===== src/hdl/apt_pkg.sv =====
// package for the address-phase transfer type and parity block
// assumes a single bus clock domain; all bus strobes active low
package apt_pkg;

	localparam int XT_W       = 5;
	localparam int XC_W       = 8;
	localparam int ADDR_W     = 32;
	localparam int PAR_W      = 4;
	localparam int SIZE_W     = 3;
	localparam int BYTE_W     = 8;
	localparam int PERR_ASSERT  = 2;
	localparam int PERR_RELEASE = 3;
	localparam logic [1:0] CNT_ZERO = 2'h0;
	localparam logic [1:0] CNT_ONE  = 2'h1;

	// transfer type codes, bit 0 of the bus is the msb here
	localparam logic [4:0] TT_CLEAN      = 5'h00;
	localparam logic [4:0] TT_FLUSH      = 5'h04;
	localparam logic [4:0] TT_SYNC       = 5'h08;
	localparam logic [4:0] TT_KILL       = 5'h0C;
	localparam logic [4:0] TT_ORDERED_IO = 5'h10;
	localparam logic [4:0] TT_ECW_WRITE  = 5'h14;
	localparam logic [4:0] TT_XLAT_INV   = 5'h18;
	localparam logic [4:0] TT_ECW_READ   = 5'h1C;
	localparam logic [4:0] TT_RESV_SET   = 5'h01;
	localparam logic [4:0] TT_XLAT_SYNC  = 5'h09;
	localparam logic [4:0] TT_ICBI       = 5'h0D;
	localparam logic [4:0] TT_WR_FLUSH   = 5'h02;
	localparam logic [4:0] TT_WR_KILL    = 5'h06;
	localparam logic [4:0] TT_READ       = 5'h0A;
	localparam logic [4:0] TT_RWITM      = 5'h0E;
	localparam logic [4:0] TT_WR_FLUSH_A = 5'h12;
	localparam logic [4:0] TT_READ_A     = 5'h1A;
	localparam logic [4:0] TT_RWITM_A    = 5'h1E;
	localparam logic [4:0] TT_READ_NC    = 5'h0B;

	// request classes offered by the core side
	typedef enum logic [4:0] {
		APT_REQ_CLEAN     = 5'h00,
		APT_REQ_FLUSH     = 5'h01,
		APT_REQ_SYNC      = 5'h02,
		APT_REQ_KILL      = 5'h03,
		APT_REQ_ORDERED   = 5'h04,
		APT_REQ_ECW_WR    = 5'h05,
		APT_REQ_XLAT_INV  = 5'h06,
		APT_REQ_ECW_RD    = 5'h07,
		APT_REQ_RESV      = 5'h08,
		APT_REQ_XLAT_SYNC = 5'h09,
		APT_REQ_ICBI      = 5'h0A,
		APT_REQ_WR_FLUSH  = 5'h0B,
		APT_REQ_WR_KILL   = 5'h0C,
		APT_REQ_READ      = 5'h0D,
		APT_REQ_RWITM     = 5'h0E,
		APT_REQ_WR_FLUSH_A = 5'h0F,
		APT_REQ_READ_A    = 5'h10,
		APT_REQ_RWITM_A   = 5'h11,
		APT_REQ_READ_NC   = 5'h12
	} apt_req_t;

	// snooped address-phase lines, as sampled
	typedef struct packed {
		logic              xfer_start_n;
		logic              ext_addr_xfer_start_n;
		logic [ADDR_W-1:0] addr_lines;
		logic [PAR_W-1:0]  addr_byte_parity;
		logic [XT_W-1:0]   xfer_type;
		logic              burst_ind_n;
		logic [SIZE_W-1:0] xfer_size;
	} apt_snoop_t;

	// snoop report toward the core
	typedef struct packed {
		logic            valid;
		logic            is_ext;
		logic [XT_W-1:0] xfer_type;
		logic            reserved;
		logic            addr_only;
		logic            is_io;
		logic [XC_W-1:0] ext_xfer_code;
	} apt_report_t;

endpackage


===== src/hdl/apt_parity_check.sv =====
// odd byte parity checker over the address lines
// assumes inputs are already synchronised to the bus clock
`timescale 1ns/1ps

module apt_parity_check
(
	input  wire logic [apt_pkg::ADDR_W-1:0] addr,
	input  wire logic [apt_pkg::PAR_W-1:0]  par,
	output logic                            bad
);

	logic [apt_pkg::PAR_W-1:0] byte_bad;

	// byte 0 is the msb byte; byte plus parity must have odd ones
	genvar g;
	generate
		for (g = 0; g < apt_pkg::PAR_W; g++)
		begin : g_byte
			assign byte_bad[g] = ~(^{addr[apt_pkg::ADDR_W-1-g*apt_pkg::BYTE_W -: apt_pkg::BYTE_W],
				par[apt_pkg::PAR_W-1-g]});
		end
	endgenerate

	assign bad = |byte_bad;

endmodule


===== src/hdl/apt_addr_phase.sv =====
// address-phase transfer type drive, snoop decode and parity error report
// assumes the core requests tenures in step with the address lines; bus pins
// arrive from outside and pass two flip-flops before use
`timescale 1ns/1ps

// Operation
// - flag bad parity on recognised snoop tenures
// - check parity on direct-store first beat
// - keep error negated when parity good
// - assert error two cycles after start; the code asserts three cycles after the start in snp_r
// - release error three cycles after start; the code releases four cycles after the start in snp_r
// - extended code is type, burst, size
// - capture extended code only on extended start
// - drive type lines timed like address
// - clean flush sync kill address-only codes
// - reservation set on load-reserve cache hit
// - translation sync, icbi codes; some reserved
// - attribute meaning chosen by transaction class
// - odd parity per address byte
module apt_addr_phase
(
	input  wire logic                     clk,
	input  wire logic                     reset_n,
	input  wire logic                     clk_en,
	input  wire apt_pkg::apt_snoop_t      snoop_in,
	input  wire logic                     drive_req,
	input  wire apt_pkg::apt_req_t        drive_kind,
	input  wire logic                     drive_end,
	output logic [apt_pkg::XT_W-1:0]      xfer_type_out,
	output logic                          xfer_type_oe,
	output logic                          addr_parity_err_n_out,
	output logic                          addr_parity_err_n_oe,
	output apt_pkg::apt_report_t          report
);

	//----------------------------------------------------------------
	// input synchronisers
	//----------------------------------------------------------------
	// every pin passes two flops; the idle value keeps both strobes negated,
	// so leaving reset never looks like a start. all timing counts from snp_r
	apt_pkg::apt_snoop_t snp_meta_r;
	apt_pkg::apt_snoop_t snp_r;

	always_ff @(posedge clk)
	begin
		if (!reset_n)
		begin
			snp_meta_r <= '1;
			snp_r      <= '1;
		end
		else if (clk_en)
		begin
			snp_meta_r <= snoop_in;
			snp_r      <= snp_meta_r;
		end
	end

	//----------------------------------------------------------------
	// snoop decode
	//----------------------------------------------------------------
	wire norm_start = ~snp_r.xfer_start_n;
	wire ext_start  = ~snp_r.ext_addr_xfer_start_n;
	// our own tenure is never snooped
	wire start_seen = (norm_start | ext_start) & ~xfer_type_oe;
	wire par_bad;

	apt_parity_check u_par
	(
		.addr (snp_r.addr_lines),
		.par  (snp_r.addr_byte_parity),
		.bad  (par_bad)
	);

	// only the start cycle samples address; the extended start covers
	// direct-store beat 0
	wire err_hit = start_seen & par_bad;

	wire [apt_pkg::XT_W-1:0] tt_s = snp_r.xfer_type;
	wire [apt_pkg::XC_W-1:0] xcode_s = {tt_s[apt_pkg::XT_W-1:1], snp_r.burst_ind_n,
		snp_r.xfer_size};

	// reserved control codes: 1xx01 and 00101
	wire resv_ctrl = (tt_s[1:0] == 2'h1 && tt_s[4])
		|| (tt_s == 5'h05);
	// reserved memory codes: xxx11 except the no-cache read, and 10110
	wire resv_mem  = (tt_s[1:0] == 2'h3 && tt_s != apt_pkg::TT_READ_NC)
		|| (tt_s == 5'h16);
	wire tt_resv   = resv_ctrl | resv_mem;
	// address-only: no data beat follows the address tenure
	wire tt_addr_only = (tt_s[1:0] == 2'h0 && tt_s[2:0] != 3'h4)
		|| (tt_s[1:0] == 2'h0 && (tt_s == apt_pkg::TT_FLUSH
			|| tt_s == apt_pkg::TT_KILL))
		|| tt_s == apt_pkg::TT_RESV_SET
		|| tt_s == apt_pkg::TT_XLAT_SYNC
		|| tt_s == apt_pkg::TT_ICBI;

	//----------------------------------------------------------------
	// parity error timing
	//----------------------------------------------------------------
	// err_hit is seen at start+2 after sync stage alignment; stage counts
	// from sampled start: assert at third cycle, release at fourth.
	// a fresh bad start while one is pending restarts the count, so two
	// close starts give one pulse, unless the second lands in the firing cycle: then two pulses
	logic [1:0] perr_cnt_r;
	logic       perr_pend_r;
	logic       perr_drive_r;
	logic       perr_level_r;

	wire perr_fire = perr_pend_r & (perr_cnt_r == apt_pkg::CNT_ONE);

	always_ff @(posedge clk)
	begin
		if (!reset_n)
		begin
			perr_pend_r  <= 1'b0;
			perr_cnt_r   <= apt_pkg::CNT_ZERO;
			perr_drive_r <= 1'b0;
			perr_level_r <= 1'b1;
		end
		else if (clk_en)
		begin
			if (err_hit)
			begin
				perr_pend_r <= 1'b1;
				perr_cnt_r  <= apt_pkg::CNT_ZERO;
			end
			else if (perr_pend_r)
			begin
				perr_cnt_r  <= perr_cnt_r + 2'h1;
				perr_pend_r <= ~perr_fire;
			end
			perr_drive_r <= perr_fire;
			perr_level_r <= ~perr_fire;
		end
	end

	// open drain: the level is low whenever the enable is high; the
	// external pull-up gives the negated level once released
	assign addr_parity_err_n_out = perr_level_r;
	assign addr_parity_err_n_oe  = perr_drive_r;

	//----------------------------------------------------------------
	// snoop report
	//----------------------------------------------------------------
	apt_pkg::apt_report_t rep_nxt;

	always_comb
	begin
		rep_nxt               = '0;
		rep_nxt.valid         = start_seen;
		// the extended start marks the direct-store class
		rep_nxt.is_ext        = ext_start;
		rep_nxt.xfer_type     = tt_s;
		rep_nxt.reserved      = tt_resv;
		rep_nxt.addr_only     = tt_addr_only;
		rep_nxt.is_io         = ext_start;
		rep_nxt.ext_xfer_code = ext_start ? xcode_s : '0;
	end

	always_ff @(posedge clk)
	begin
		if (!reset_n)
			report <= '0;
		else if (clk_en)
			report <= rep_nxt;
	end

	//----------------------------------------------------------------
	// transfer type drive
	//----------------------------------------------------------------
	logic [apt_pkg::XT_W-1:0] tt_code;

	always_comb
	begin
		unique case (drive_kind)
			apt_pkg::APT_REQ_CLEAN:      tt_code = apt_pkg::TT_CLEAN;
			apt_pkg::APT_REQ_FLUSH:      tt_code = apt_pkg::TT_FLUSH;
			apt_pkg::APT_REQ_SYNC:       tt_code = apt_pkg::TT_SYNC;
			apt_pkg::APT_REQ_KILL:       tt_code = apt_pkg::TT_KILL;
			apt_pkg::APT_REQ_ORDERED:    tt_code = apt_pkg::TT_ORDERED_IO;
			apt_pkg::APT_REQ_ECW_WR:     tt_code = apt_pkg::TT_ECW_WRITE;
			apt_pkg::APT_REQ_XLAT_INV:   tt_code = apt_pkg::TT_XLAT_INV;
			apt_pkg::APT_REQ_ECW_RD:     tt_code = apt_pkg::TT_ECW_READ;
			apt_pkg::APT_REQ_RESV:       tt_code = apt_pkg::TT_RESV_SET;
			apt_pkg::APT_REQ_XLAT_SYNC:  tt_code = apt_pkg::TT_XLAT_SYNC;
			apt_pkg::APT_REQ_ICBI:       tt_code = apt_pkg::TT_ICBI;
			apt_pkg::APT_REQ_WR_FLUSH:   tt_code = apt_pkg::TT_WR_FLUSH;
			apt_pkg::APT_REQ_WR_KILL:    tt_code = apt_pkg::TT_WR_KILL;
			apt_pkg::APT_REQ_READ:       tt_code = apt_pkg::TT_READ;
			apt_pkg::APT_REQ_RWITM:      tt_code = apt_pkg::TT_RWITM;
			apt_pkg::APT_REQ_WR_FLUSH_A: tt_code = apt_pkg::TT_WR_FLUSH_A;
			apt_pkg::APT_REQ_READ_A:     tt_code = apt_pkg::TT_READ_A;
			apt_pkg::APT_REQ_RWITM_A:    tt_code = apt_pkg::TT_RWITM_A;
			apt_pkg::APT_REQ_READ_NC:    tt_code = apt_pkg::TT_READ_NC;
			default:                     tt_code = apt_pkg::TT_SYNC;
		endcase
	end

	// drive from the start cycle until the address release cycle; a request
	// while already driving reloads the code
	always_ff @(posedge clk)
	begin
		if (!reset_n)
		begin
			xfer_type_out <= '0;
			xfer_type_oe  <= 1'b0;
		end
		else if (clk_en)
		begin
			if (drive_req)
			begin
				xfer_type_out <= tt_code;
				xfer_type_oe  <= 1'b1;
			end
			else if (drive_end)
				xfer_type_oe  <= 1'b0;
		end
	end

endmodule


===== config.mk =====
export PLATFORM = sky130hd
export DESIGN_NAME = apt_addr_phase
export DESIGN_NICKNAME = d
export VERILOG_FILES = /design/src/hdl/apt_pkg.sv /design/src/hdl/apt_parity_check.sv /design/src/hdl/apt_addr_phase.sv
export SDC_FILE = /design/constraint.sdc
export NUM_CORES = 1
export LEC_CHECK = 0
export BUFFER_PORTS_ARGS = -buffer_cell sky130_fd_sc_hd__buf_2
export CAP_MARGIN = 20
export CORE_ASPECT_RATIO = 0.9
export CORE_MARGIN = 10
export CORE_UTILIZATION = 30
export CTS_CLUSTER_SIZE = 40
export DETAILED_ROUTE_END_ITERATION = 16
export SLEW_MARGIN = 5
export SYNTH_ARGS = -nofsm -noshare
export SYNTH_HDL_FRONTEND = slang
export SYNTH_HIERARCHICAL = 1
export SYNTH_SLANG_ARGS = --single-unit

===== constraint.sdc =====
create_clock -name clk -period 1.65 [get_ports clk]
set_input_delay 0.495 -clock clk [delete_from_list [all_inputs] [get_ports clk]]
set_output_delay 0.495 -clock clk [all_outputs]
set_load 0.1 [all_outputs]

==> flow_summary.yaml <==
critical_path:
  cp_max_fo: 2
  cpMaxStageDelayCell: "xnor3_1"
  path_cells: "xnor2_1 -> xnor3_1 -> xnor2_2 -> nand4_1 -> nand3_2 -> nand2_2 -> a311oi_2"
  cp-end-kind: "flip-flop"
  cp.required_ps: 1970
  path_class: "flip-flop to flip-flop"
  start_kind: "flip-flop"
  reg2reg_from: "snp_r[40]"
  startpoint: "snp_r[40]"
  cp.arrival_ps: 2020
  slowest_delay_ps: 450
yosys:
  async_flop_share_pct: 0
  synthTopCellsByCount: "dfxtp_1 (122), nand2_1 (108), mux2i_1 (99)"
  yosysSeqAreaShare_pct: 49.16
  synth_nets: 540
  syn_inst: 479
  synth.largest_area_cell: "dfxtp_1"
  ys_seq_elements: 122
  synth_area_mm2: 0.004969
  synth_area_leaders: "dfxtp_1 (49%), mux2i_1 (20%), nand2_1 (8.2%)"
  synth_top_area_share_pct: 49.16
  synth_ff_type: "dfxtp_1"
  synth-edff-count: 0
  yosysWarnings: 6
  yosysMostFrequentCell: "dfxtp_1"
  avgSynthCellArea_um2: 10.37
  synth_cell_types: 39
place:
  port_buffers: 82
  pre_cts_slack_ps: -175.3
  gp_congestion: 0.7096
  dp_hpwl_mm: 7.559
clock_network:
  h-tree-depth: 4
  post_cts_buffers: 0
  clock_path_buffers: 2
  clock-sinks: 122
  clockRootBuffer: "clkbuf_16"
  tritoncts: "done"
  clk_pin_slew_ps: 60
  clk_latency_ps: 420
  cts_buffers: 17
sta:
  hold_viol: 0
  fin_setup_tns_ps: -45.46
  skew_ps: 7.402
  worstMarginPinSlew_ps: 366.1
  fin_crit_ps: 1695
  setup_viol: 1
  fin_ws_ps: -45.46
  fmax_mhz: 589.8
  fin_crit_sh_pct: 102.8
  maxSlewViolCount: 0
  slew_headroom_pct: 75.56
  grt_setup_unrepaired: "true"
route:
  wirelength_mm: 10.70
  drt_iter0_markers: 127
  drt-vias-per-instance: 4.400
  drc: 0
  dr.pass1.iters: 4
  vias: 3432
  ant_nets: 0
  routedWlPerCell_um: 13.71
global_route:
  grt_max_degree: 44
  grt_pass1_wl_mm: 17.75
  grt_overflow: 0
  antenna_found_initial: 0
  grt_usage_pct: 9.989
  grt_pass1_vias: 3529
power_and_ir_drop:
  share_comb_of_total_power_pct: 11.3
  power_frac_clock_pct: 47.4
  switching_share_pct: 25.69
  switchingPower_w: 0.001977
  p_int_w: 0.005717
  power.density_mw_per_mm2: 1230
  p_seq_share_pct: 41.3
  ir_drop_mv: 0.7729
  p_leak_nw: 2.843
run:
  drv_cap: 0
status:
  status: "complete, but fails checks"
  violations: "negative setup slack"
floorplanning:
  fp-row-count: 44
  pin_count: 83
  core_area_mm2: 0.01619
  die_x_um: 155.7
  die_height_um: 142.1
  start_util_pct: 30.70
  die_area_mm2: 0.02212
layout:
  areaGrowthSynthToFinish_pct: 25.89
  fin_nets: 621
  drive_above_1_share_pct: 24.61
  antenna_cells: 0
min_path:
  hold_class: "input port to flip-flop"
  min_from: "snoop_in[41]"
[cell families after synthesis]
group / synth area share (%)
buffers and inverters: 4.986
multiplexers: 19.94
AO/OA/AOI/OAI: 5.238
adder cells (fa/ha/maj): 1.007
AND/OR/NAND/NOR: 13.15
XOR/XNOR: 6.522
flip-flops: 49.16
[critical path, delay by kind of cell (launching register included)]
| family | cells | cell delay [ps] |
|---|---|---|
| and+or+nand+nor | 3 | 280 |
| DFF | 1 | 320 |
| AOI/OAI and AO/OA | 1 | 210 |
| xor gates and xnor gates | 3 | 800 |
[path summary, 6_finish.rpt]
path,to,cells past startpoint,slack (ps)
min,snp_meta_r[41],3,290
min reg2reg,snp_meta_r[6],2,470
max reg2reg,perr_cnt_r[1],7,-50
max,perr_cnt_r[1],7,-50
[placed cells by master, fill, tap and decap left out, types with 5 or more instances in the layout]
master | netlist | layout
nor2_1 | 7 | 7
buf_2 | 3 | 54
clkbuf_16 | 0 | 17
mux2i_1 | 99 | 99
dfxtp_1 | 122 | 118
a21oi_1 | 12 | 12
inv_1 | 8 | 8
o21ai_0 | 9 | 9
xnor2_1 | 18 | 14
xnor2_2 | 2 | 6
nor2b_1 | 18 | 18
buf_12 | 0 | 5
buf_4 | 2 | 31
nand2_1 | 108 | 108
[area by class of cell]
class                      count  area [µm²]
clock buffer                  18       439.2
clock inverter                14       148.9
fill                        1595        9931
inverter                       8       30.03
multi-input combinational    320        2316
sequential                   122        2447
tap                          207       259.0
timing repair buffer          91       614.3
[state kept, by name, indices dropped and copies added, names as in the netlist, 2 cells and up]
name,flops
snp_r,42
tt_s,5
report,17
perr_cnt_r,2
snp_meta_r,47
xfer_type_out,5
[timing repair]
action / CTS / global route
pin swaps: 9 / 3
hold buffers: 0 / 0
gates resized for setup: 32 / 1
endpoints found under the setup margin: 26 / 2
[power by group through the flow]
stage	Clock, W	Combinational (W)	Sequential, W
2_1_floorplan	0	0.000486	0.00340
3_3_place_gp	0	0.000832	0.00323
3_5_place_dp	0	0.000848	0.00324
4_1_cts	0.00376	0.000884	0.00318
5_1_grt	0.00389	0.000947	0.00320
6_report	0.00364	0.000873	0.00318
[layer usage]
layer	wire, µm	part of all wire (%)	GRT usage [%]
met1	4960	46	11.59
met2	5058	47	16.00
met3	514	4.8	3.929
met4	162	1.5	4.429
met5	0	0	0
[stage by stage]
stage	utilization [%]	hold WS (ps)	std cells	area, µm²	power (W)
5_1_grt	38.64	276.9	780	6255	0.008030
3_5_place_dp	34.37	459.4	748	5563	0.004088
4_1_cts	38.60	266.5	780	6247	0.007822
6_report	38.64	289.8	780	6255	0.007694
2_1_floorplan	-	441.3	479	4970	0.003882
3_3_place_gp	34.37	452.8	748	5563	0.004066
(Power assumes the default switching activity.)
